## src/hw/gpio_status_pkg.sv

```systemverilog
/*
 Constants for the four-pin general-purpose port, the status byte include
 switch and the reference configuration byte.
 Assumes register bytes sit in the low lane of 32-bit words, byte address
 equal to four times the register index.
*/
package gpio_status_pkg;

   // ----------------------------------------------------------------
   // Bus geometry
   // ----------------------------------------------------------------
   localparam int unsigned ADDR_W   = 8;
   localparam int unsigned DATA_W   = 32;
   localparam int unsigned REG_W    = 8;
   localparam int unsigned PINS     = 4;
   localparam int unsigned SYNC_LEN = 2;

   // ----------------------------------------------------------------
   // Register indices and reset values
   // ----------------------------------------------------------------
   localparam logic [5:0] IDX_CON_DIR  = 6'h04;
   localparam logic [5:0] IDX_DAT_STAT = 6'h05;
   localparam logic [5:0] IDX_REF      = 6'h06;

   localparam logic [7:0] RST_CON_DIR  = 8'h00;
   localparam logic [7:0] RST_DAT_STAT = 8'h00;
   localparam logic [7:0] RST_REF      = 8'h05;

   // ----------------------------------------------------------------
   // Field positions
   // ----------------------------------------------------------------
   localparam int unsigned CON_LSB    = 4;
   localparam int unsigned DIR_LSB    = 0;
   localparam int unsigned DAT_LSB    = 0;
   localparam int unsigned STAT_BIT   = 6;
   localparam int unsigned REF_EN_BIT = 4;
   localparam int unsigned RSELP_LSB  = 2;
   localparam int unsigned RSELN_LSB  = 0;

   // Pin indices shared with the secondary reference inputs
   localparam int unsigned SHARED_POS_PIN = 0;
   localparam int unsigned SHARED_NEG_PIN = 1;

   localparam logic [1:0] SEL_SHARED_PIN = 2'h3;

endpackage

```

## src/hw/adc_gpio_and_status_byte_ctrl.sv

```systemverilog
/*
 General-purpose pin control with status byte include switch and
 reference configuration byte, reached over an Avalon-MM slave.
 Assumes pins are resolved outside from out and oe, and that the
 conversion data path reads status_byte_include.
*/
`timescale 1ns/1ps

// Notes on behaviour
// RL1: Upper nibble of mode two connects pins
// RL2: Pin one negative shared, pin zero positive
// RL3: Lower nibble of mode two sets direction
// RL4: Data write drives pin, read returns level
// RL5: Data bit one is high, resets low
// RL6: Bit six of mode three includes status
// RL7: Host writes zero to reserved bits
// RL8: Mode two at 04h, reset 00h
// RL9: Mode three at 05h, reset 00h
// RL10: Reference configuration at 06h, reset 05h
// RL11: Positive selector 11 picks shared pin
// RL12: Driver off when detached or input
module adc_gpio_and_status_byte_ctrl #(
   parameter int unsigned PIN_COUNT = gpio_status_pkg::PINS
) (
   input  wire logic                                sys_clk,
   input  wire logic                                rst_n,
   input  wire logic [gpio_status_pkg::ADDR_W-1:0]  avs_address,
   input  wire logic                                avs_read,
   input  wire logic                                avs_write,
   input  wire logic [gpio_status_pkg::DATA_W-1:0]  avs_writedata,
   output logic      [gpio_status_pkg::DATA_W-1:0]  avs_readdata,
   output logic                                     avs_waitrequest,
   input  wire logic [PIN_COUNT-1:0]                gpio_pin_in,
   output logic      [PIN_COUNT-1:0]                gpio_pin_out,
   output logic      [PIN_COUNT-1:0]                gpio_pin_oe,
   output logic                                     status_byte_include,
   output logic                                     internal_ref_enable,
   output logic      [1:0]                          pos_ref_select,
   output logic      [1:0]                          neg_ref_select,
   output logic                                     pos_ref_from_shared_pin,
   output logic                                     neg_ref_from_shared_pin
);
   import gpio_status_pkg::*;

   // Field layout is fixed to nibbles, so only four pins fit
   if (PIN_COUNT != PINS) begin : g_bad_pins
      $error("PIN_COUNT must be 4");
   end

   // ----------------------------------------------------------------
   // Registers
   // ----------------------------------------------------------------
   logic [REG_W-1:0]     con_dir_r;
   logic [REG_W-1:0]     dat_stat_r;
   logic [REG_W-1:0]     ref_r;
   logic                 wait_r;
   logic [DATA_W-1:0]    rdata_r;
   logic [PIN_COUNT-1:0] oe_r;
   logic [PIN_COUNT-1:0] out_r;
   logic                 stat_r;
   logic                 pos_sh_r;
   logic                 neg_sh_r;
   logic [PIN_COUNT-1:0] sync1_r;
   logic [PIN_COUNT-1:0] sync2_r;

   // ----------------------------------------------------------------
   // Address decode
   // ----------------------------------------------------------------
   wire [5:0] reg_idx = avs_address[ADDR_W-1:2];
   wire       aligned = (avs_address[1:0] == 2'h0);
   wire       hit_m2  = aligned && (reg_idx == IDX_CON_DIR);
   wire       hit_m3  = aligned && (reg_idx == IDX_DAT_STAT);
   wire       hit_ref = aligned && (reg_idx == IDX_REF);
   wire       req     = avs_read || avs_write;
   // Write commits on the one edge where waitrequest is low
   wire       wr_go   = avs_write && !wait_r;

   wire [PIN_COUNT-1:0] con_bits = con_dir_r[CON_LSB +: PIN_COUNT];
   wire [PIN_COUNT-1:0] dir_bits = con_dir_r[DIR_LSB +: PIN_COUNT];
   wire [PIN_COUNT-1:0] dat_bits = dat_stat_r[DAT_LSB +: PIN_COUNT];

   // Attached pins read the synchronised pin level, detached pins
   // read back the stored bit since nothing reaches them
   wire [PIN_COUNT-1:0] pin_view = (con_bits & sync2_r)
                                 | (~con_bits & dat_bits); // [RL4]
   wire [REG_W-1:0]     m3_view  = {dat_stat_r[REG_W-1:PIN_COUNT], pin_view};

   wire [REG_W-1:0] rd_byte = hit_m2  ? con_dir_r :
                              hit_m3  ? m3_view   :
                              hit_ref ? ref_r   : 8'h00;

   // Driver enable only when attached and set as output
   wire [PIN_COUNT-1:0] oe_nxt = con_bits & ~dir_bits; // [RL1] [RL3] [RL12]

   // ----------------------------------------------------------------
   // Bus slave: one wait cycle, then a one-cycle answer
   // ----------------------------------------------------------------
   always_ff @(posedge sys_clk or negedge rst_n) begin
      if (!rst_n) begin
         wait_r  <= 1'b1;
         rdata_r <= 32'h0000_0000;
      end else begin
         wait_r <= !(req && wait_r);
         if (avs_read && wait_r) begin
            rdata_r <= {{(DATA_W-REG_W){1'b0}}, rd_byte};
         end
      end
   end

   // ----------------------------------------------------------------
   // Mode and reference registers
   // ----------------------------------------------------------------
   always_ff @(posedge sys_clk or negedge rst_n) begin
      if (!rst_n) begin
         con_dir_r  <= RST_CON_DIR;  // [RL8]
         dat_stat_r <= RST_DAT_STAT; // [RL9] [RL5]
         ref_r      <= RST_REF;      // [RL10]
      end else if (wr_go) begin
         // Reserved bits are kept as written; software writes zero [RL7]
         if (hit_m2) begin
            con_dir_r <= avs_writedata[REG_W-1:0]; // [RL8]
         end
         if (hit_m3) begin
            dat_stat_r <= avs_writedata[REG_W-1:0]; // [RL9]
         end
         if (hit_ref) begin
            ref_r <= avs_writedata[REG_W-1:0]; // [RL10]
         end
      end
   end

   // ----------------------------------------------------------------
   // Pin input synchronisers and output stage
   // ----------------------------------------------------------------
   for (genvar i = 0; i < PIN_COUNT; i++) begin : g_pin
      always_ff @(posedge sys_clk or negedge rst_n) begin
         if (!rst_n) begin
            sync1_r[i] <= 1'b0;
            sync2_r[i] <= 1'b0;
            oe_r[i]    <= 1'b0;
            out_r[i]   <= 1'b0;
         end else begin
            sync1_r[i] <= gpio_pin_in[i];
            sync2_r[i] <= sync1_r[i];
            oe_r[i]    <= oe_nxt[i];   // [RL12]
            out_r[i]   <= dat_bits[i]; // [RL4] [RL5]
         end
      end
   end

   // ----------------------------------------------------------------
   // Status include and reference routing
   // ----------------------------------------------------------------
   always_ff @(posedge sys_clk or negedge rst_n) begin
      if (!rst_n) begin
         stat_r   <= 1'b0;
         pos_sh_r <= 1'b0;
         neg_sh_r <= 1'b0;
      end else begin
         stat_r   <= dat_stat_r[STAT_BIT]; // [RL6]
         // Shared pins: pin 0 positive, pin 1 negative [RL2]
         pos_sh_r <= (ref_r[RSELP_LSB +: 2] == SEL_SHARED_PIN); // [RL11]
         neg_sh_r <= (ref_r[RSELN_LSB +: 2] == SEL_SHARED_PIN); // [RL2]
      end
   end

   assign avs_waitrequest         = wait_r;
   assign avs_readdata            = rdata_r;
   assign gpio_pin_oe             = oe_r;
   assign gpio_pin_out            = out_r;
   assign status_byte_include     = stat_r;
   assign internal_ref_enable     = ref_r[REF_EN_BIT];
   assign pos_ref_select          = ref_r[RSELP_LSB +: 2];
   assign neg_ref_select          = ref_r[RSELN_LSB +: 2];
   assign pos_ref_from_shared_pin = pos_sh_r;
   assign neg_ref_from_shared_pin = neg_sh_r;

   // ----------------------------------------------------------------
   // Checks
   // ----------------------------------------------------------------
   chk_detached_no_drive: assert property ( // [RL1]
      @(posedge sys_clk) disable iff (!rst_n)
      1'b1 |=> (gpio_pin_oe & ~$past(con_bits)) == 4'h0)
      else $error("detached pin driven");

   chk_shared_pin_oe: assert property ( // [RL2]
      @(posedge sys_clk) disable iff (!rst_n)
      ($past(con_bits[SHARED_NEG_PIN]) && !$past(dir_bits[SHARED_NEG_PIN]))
      |-> gpio_pin_oe[SHARED_NEG_PIN])
      else $error("shared negative pin not driven");

   chk_input_no_drive: assert property ( // [RL3]
      @(posedge sys_clk) disable iff (!rst_n)
      (dir_bits != 4'h0) |=> (gpio_pin_oe & $past(dir_bits)) == 4'h0)
      else $error("input pin driven");

   chk_pin_level: assert property ( // [RL4]
      @(posedge sys_clk) disable iff (!rst_n)
      (wr_go && hit_m3) ##1 1'b1 |=>
      gpio_pin_out == $past(avs_writedata[DAT_LSB +: PIN_COUNT], 2))
      else $error("pin level not written value");

   chk_status_follow: assert property ( // [RL6]
      @(posedge sys_clk) disable iff (!rst_n)
      (wr_go && hit_m3) ##1 1'b1 |=>
      status_byte_include == $past(avs_writedata[STAT_BIT], 2))
      else $error("status include wrong");

   chk_con_dir_write: assert property ( // [RL8]
      @(posedge sys_clk) disable iff (!rst_n)
      (wr_go && hit_m2) |=> con_dir_r == $past(avs_writedata[REG_W-1:0]))
      else $error("mode two write lost");

   chk_dat_stat_read: assert property ( // [RL9]
      @(posedge sys_clk) disable iff (!rst_n)
      (avs_read && wait_r && hit_m3) |=>
      (!avs_waitrequest && avs_readdata[REG_W-1:0] == $past(m3_view)))
      else $error("mode three read wrong");

   chk_ref_write: assert property ( // [RL10]
      @(posedge sys_clk) disable iff (!rst_n)
      (wr_go && hit_ref) ##1 1'b1 |=>
      pos_ref_select == $past(avs_writedata[RSELP_LSB +: 2], 2))
      else $error("reference write lost");

   chk_pos_shared: assert property ( // [RL11]
      @(posedge sys_clk) disable iff (!rst_n)
      1'b1 |=> pos_ref_from_shared_pin == ($past(pos_ref_select) == 2'h3))
      else $error("shared positive select wrong");

   chk_oe_rule: assert property ( // [RL12]
      @(posedge sys_clk) disable iff (!rst_n)
      $changed(con_dir_r) |=> gpio_pin_oe == $past(con_bits & ~dir_bits))
      else $error("driver enable mismatch");

   chk_bus_answer: assert property (
      @(posedge sys_clk) disable iff (!rst_n)
      (req && avs_waitrequest) |=> !avs_waitrequest ##1 avs_waitrequest)
      else $error("bus answer timing wrong");

   chk_dat_stat_write: assert property ( // [RL9]
      @(posedge sys_clk) disable iff (!rst_n)
      (wr_go && hit_m3) |=> dat_stat_r == $past(avs_writedata[REG_W-1:0]))
      else $error("mode three write lost");

   chk_ref_cfg_write: assert property ( // [RL10]
      @(posedge sys_clk) disable iff (!rst_n)
      (wr_go && hit_ref) |=> ref_r == $past(avs_writedata[REG_W-1:0]))
      else $error("reference byte write lost");

   // A write that decodes to no register must leave all three alone
   chk_stray_write: assert property ( // [RL8] [RL9] [RL10]
      @(posedge sys_clk) disable iff (!rst_n)
      (wr_go && !hit_m2 && !hit_m3 && !hit_ref) |=>
      ($stable(con_dir_r) && $stable(dat_stat_r) && $stable(ref_r)))
      else $error("stray write changed a register");

   chk_con_dir_read: assert property ( // [RL8]
      @(posedge sys_clk) disable iff (!rst_n)
      (avs_read && wait_r && hit_m2) |=>
      avs_readdata == {{(DATA_W-REG_W){1'b0}}, $past(con_dir_r)})
      else $error("mode two read wrong");

   chk_ref_cfg_read: assert property ( // [RL10]
      @(posedge sys_clk) disable iff (!rst_n)
      (avs_read && wait_r && hit_ref) |=>
      avs_readdata == {{(DATA_W-REG_W){1'b0}}, $past(ref_r)})
      else $error("reference byte read wrong");

   chk_stray_read: assert property (
      @(posedge sys_clk) disable iff (!rst_n)
      (avs_read && wait_r && !hit_m2 && !hit_m3 && !hit_ref) |=>
      avs_readdata == 32'h0000_0000)
      else $error("stray read not zero");

   // Detached pins have nothing to sample, so the stored bit comes back
   chk_detached_readback: assert property ( // [RL4]
      @(posedge sys_clk) disable iff (!rst_n)
      (avs_read && wait_r && hit_m3) |=>
      ((avs_readdata[PIN_COUNT-1:0] ^ $past(dat_bits)) & ~$past(con_bits)) == 4'h0)
      else $error("detached pin readback wrong");

   chk_pin_follows_data: assert property ( // [RL5]
      @(posedge sys_clk) disable iff (!rst_n)
      1'b1 |=> gpio_pin_out == $past(dat_bits))
      else $error("pin level lags data bits");

   chk_status_tracks: assert property ( // [RL6]
      @(posedge sys_clk) disable iff (!rst_n)
      1'b1 |=> status_byte_include == $past(dat_stat_r[STAT_BIT]))
      else $error("status include lags control bit");

   chk_neg_shared: assert property ( // [RL2]
      @(posedge sys_clk) disable iff (!rst_n)
      1'b1 |=> neg_ref_from_shared_pin == ($past(neg_ref_select) == SEL_SHARED_PIN))
      else $error("shared negative select wrong");

   chk_shared_pos_oe: assert property ( // [RL2]
      @(posedge sys_clk) disable iff (!rst_n)
      ($past(con_bits[SHARED_POS_PIN]) && !$past(dir_bits[SHARED_POS_PIN]))
      |-> gpio_pin_oe[SHARED_POS_PIN])
      else $error("shared positive pin not driven");

   // Read data must stay put while no read is answered
   chk_rdata_hold: assert property (
      @(posedge sys_clk) disable iff (!rst_n)
      !(avs_read && wait_r) |=> $stable(avs_readdata))
      else $error("read data moved without a read");

endmodule

```

## config.mk

```make
export PLATFORM = sky130hd
export DESIGN_NAME = adc_gpio_and_status_byte_ctrl
export DESIGN_NICKNAME = d
export VERILOG_FILES = /design/src/hw/gpio_status_pkg.sv /design/src/hw/adc_gpio_and_status_byte_ctrl.sv
export SDC_FILE = /design/constraint.sdc
export NUM_CORES = 1
export LEC_CHECK = 0
export ABC_AREA = 1
export BUFFER_PORTS_ARGS = -buffer_cell sky130_fd_sc_hd__buf_2
export CAP_MARGIN = 20
export CORE_MARGIN = 2
export CORE_UTILIZATION = 43
export DETAILED_ROUTE_END_ITERATION = 10
export PLACE_DENSITY = 0.75
export SYNTH_ARGS = -nofsm -noshare
export SYNTH_HDL_FRONTEND = slang
export SYNTH_SLANG_ARGS = --single-unit
```

## constraint.sdc

```tcl
create_clock -name sys_clk -period 1.1 [get_ports sys_clk]
set_input_delay 0.275 -clock sys_clk [delete_from_list [all_inputs] [get_ports sys_clk]]
set_output_delay 0.275 -clock sys_clk [all_outputs]
set_load 0.005 [all_outputs]
```

==> results.cfg <==
[cells_and_area]
fin_nets = 381
n_fill_cell = 503
area_growth_pct = 24.4
mostFrequentLayoutCell = nand2_1
final_cell_mix = nand2_1 (51), dfrtp_1 (49), buf_2 (46)
multi_input_area_um2 = 958
fin_area_um2 = 3070
final_core_util_pct = 55.5
drive_above_1_share_pct = 42.5
regArea_um2 = 1310
insertedDiodeCount = 0
fin_cells = 406

[sta]
hold_violations = 0
period_share_pct = 114
setup_viol = 37
hold_slack_ns = 0.0648
fin_ws_ns = -0.152
rsz0062_at_grt = true
fmax_mhz = 799
period_needed_ns = 1.25
skew_ns = 0.00803
drv_slew = 0

[logic_synthesis]
synth_edf_count = 0
yosys.area.top_type = dfrtp_1
synth_area_leaders = dfrtp_1 (50%), nand2_1 (9.7%), buf_4 (8.5%)
synth.distinct_cells = 21
ys_seq_area_share_pct = 52.8
synth_ff_type = dfrtp_1
async_reset_ff_share_pct = 100
syn_inst = 257
ys_warn_count = 0
postSynthAreaPerCell_um2 = 9.62
ys_ff_latch = 52
synth_top_area_share_pct = 49.6
synth_area_um2 = 2470

[worst_setup_path]
cp_data_arrival_time_ns = 1.46
cp_num_buf_inv = 2
worstSetupPathType = reg2reg
cp_data_required_time_ns = 1.30
cp-end-kind = flip-flop
path_cells = buf_6 > nor2_4 > buf_6 > nand3_4 > nand2_2 > o21ai_2
critical-path-max-stage-delay_ns = 0.40
cp-start-kind = flip-flop
cp_common_cell = buf_6
crit_fanout = 8
cp_slowest_cell = dfstp_2
crit_family = simple AND/OR/NAND/NOR gates

[power]
p_total_mw = 3.75
p_switching_uw = 891
power_density_nw_per_um2 = 1220
intPower_mw = 2.86
p_leak_nw = 1.73
comb_power_share_pct = 9.9
ir_worst_vdd_v = 0.000727
p_seq_share_pct = 53.3
p_clk_share_pct = 36.8
p_sw_share_pct = 23.8

[grt]
antenna_found_initial = 0
grt_max_degree = 53
grt_pass1_vias = 1760
grt_pass1_wl_mm = 8.60
grt_use_total_pct = 17.8
overflow = 0

[detailed_routing]
avgRoutedWirePerCell_um = 13.0
wl_mm = 5.26
via_count = 1845
ant_nets = 0
routed_via_density = 4.54
drt_iter0_markers = 186
drc = 0
first_pass_iters = 4

[place]
port_buffers = 48
gp_congestion = 0.819
postPlaceCellArea_um2 = 2690
hpwl_mm = 3.28
dp.cells = 373

[die]
core_area_um2 = 5540
rows = 27
ioPinCount = 97
die_h_um = 79.8
die_width_um = 79.8
design.die.area_um2 = 6370
initial_core_util_pct = 44.6

[clocking]
numCtsBuffers = 5
clk_latency_ns = 0.31
cts_root_buf = clkbuf_8
cts_tree = built
cts.sinks = 52
clk_pin_slew_ns = 0.10
clk_path_buf_depth = 2
cts_htree_levels = 2

[status]
status = finished with violations
violations = negative setup slack

[min_path]
holdCritPathClass = in2reg

[run]
maxCapViolCount = 0
-- synth_stat cells, types with 3 or more instances --
master   instances
buf_6            4
inv_1           26
o21ai_2         22
a21oi_1          8
nand3_1         24
nor2_4           3
nand2_1         64
nand2_2          6
nor2_1           7
dfstp_2          3
buf_4           28
dfrtp_1         49
-- registers in the layout, indices dropped and copies added, names as in the netlist --
register                 cells
avs_readdata                 8
con_dir_r                    8
dat_stat_r                   8
ref_r                        8
gpio_pin_oe                  4
gpio_pin_out                 4
sync1_r                      4
sync2_r                      4
avs_waitrequest              1
neg_ref_from_shared_pin      1
pos_ref_from_shared_pin      1
status_byte_include          1
-- power groups by stage --
stage	logic (mW)	registers, mW	clock network (mW)
2_1_floorplan	0.233	2.03	0
3_3_place_gp	0.291	2.04	0
3_5_place_dp	0.297	2.04	0
4_1_cts	0.361	2.00	1.41
5_1_grt	0.415	2.00	1.47
6_report	0.369	2.00	1.38
-- layer usage --
| layer | track usage, % | routed length [µm] | vias up |
|---|---|---|---|
| met1 | 23.8 | 2230 | 863 |
| met3 | 4.64 | 362 | 7 |
| met2 | 27.3 | 2590 | 67 |
| met5 | 0 | 0 | - |
| met4 | 7.80 | 80 | 0 |
| li1 | - | - | 908 |
-- cell families after synthesis --
group | count (synthesis) | share of synthesized area [%]
and+or+nand+nor | 110 | 22.3
buffers and inverters | 61 | 14.7
DFF | 52 | 52.8
AOI/OAI and AO/OA | 33 | 10.0
other | 1 | 0.152
-- repair_timing --
item	in CTS	in global routing
pin swaps	4	2
setup endpoints to repair	40	51
gates resized for setup	14	4
hold endpoints to repair	49	0
cloned	2	0
hold buffers	1	0
setup buffers	17	5
-- through the flow --
step                setup TNS [ns]  setup WS (ns)
finish                       -3.34         -0.152
global route                 -5.38         -0.192
CTS                          -3.21         -0.144
detailed placement           -4.80         -0.187
global placement             -3.81         -0.138
floorplan                        0       0.000929
-- path summary, 6_finish.rpt --
kind / slack [ns] / endpoint / depth (start not counted) / startpoint
setup / recovery: -0.15 / dat_stat_r[4] / 6 / avs_waitrequest
hold / removal: 0.06 / sync1_r[2] / 1 / gpio_pin_in[2]
setup reg to reg: -0.15 / dat_stat_r[4] / 6 / avs_waitrequest
hold reg to reg: 0.35 / sync2_r[1] / 0 / sync1_r[1]
max in group asynchronous: 0.33 / avs_waitrequest / 3 / rst_n
min in group asynchronous: 0.49 / avs_readdata[0] / 3 / rst_n
-- layout make-up --
class,instances,area share [%]
inverters,28,3.42
well taps,72,2.93
clock inverters,2,1.26
repair buffers,77,16.0
multi-input cells,169,31.2
clock buffers,6,2.69
flip-flops and latches,52,42.5
Power figures use the tool's default switching activity.
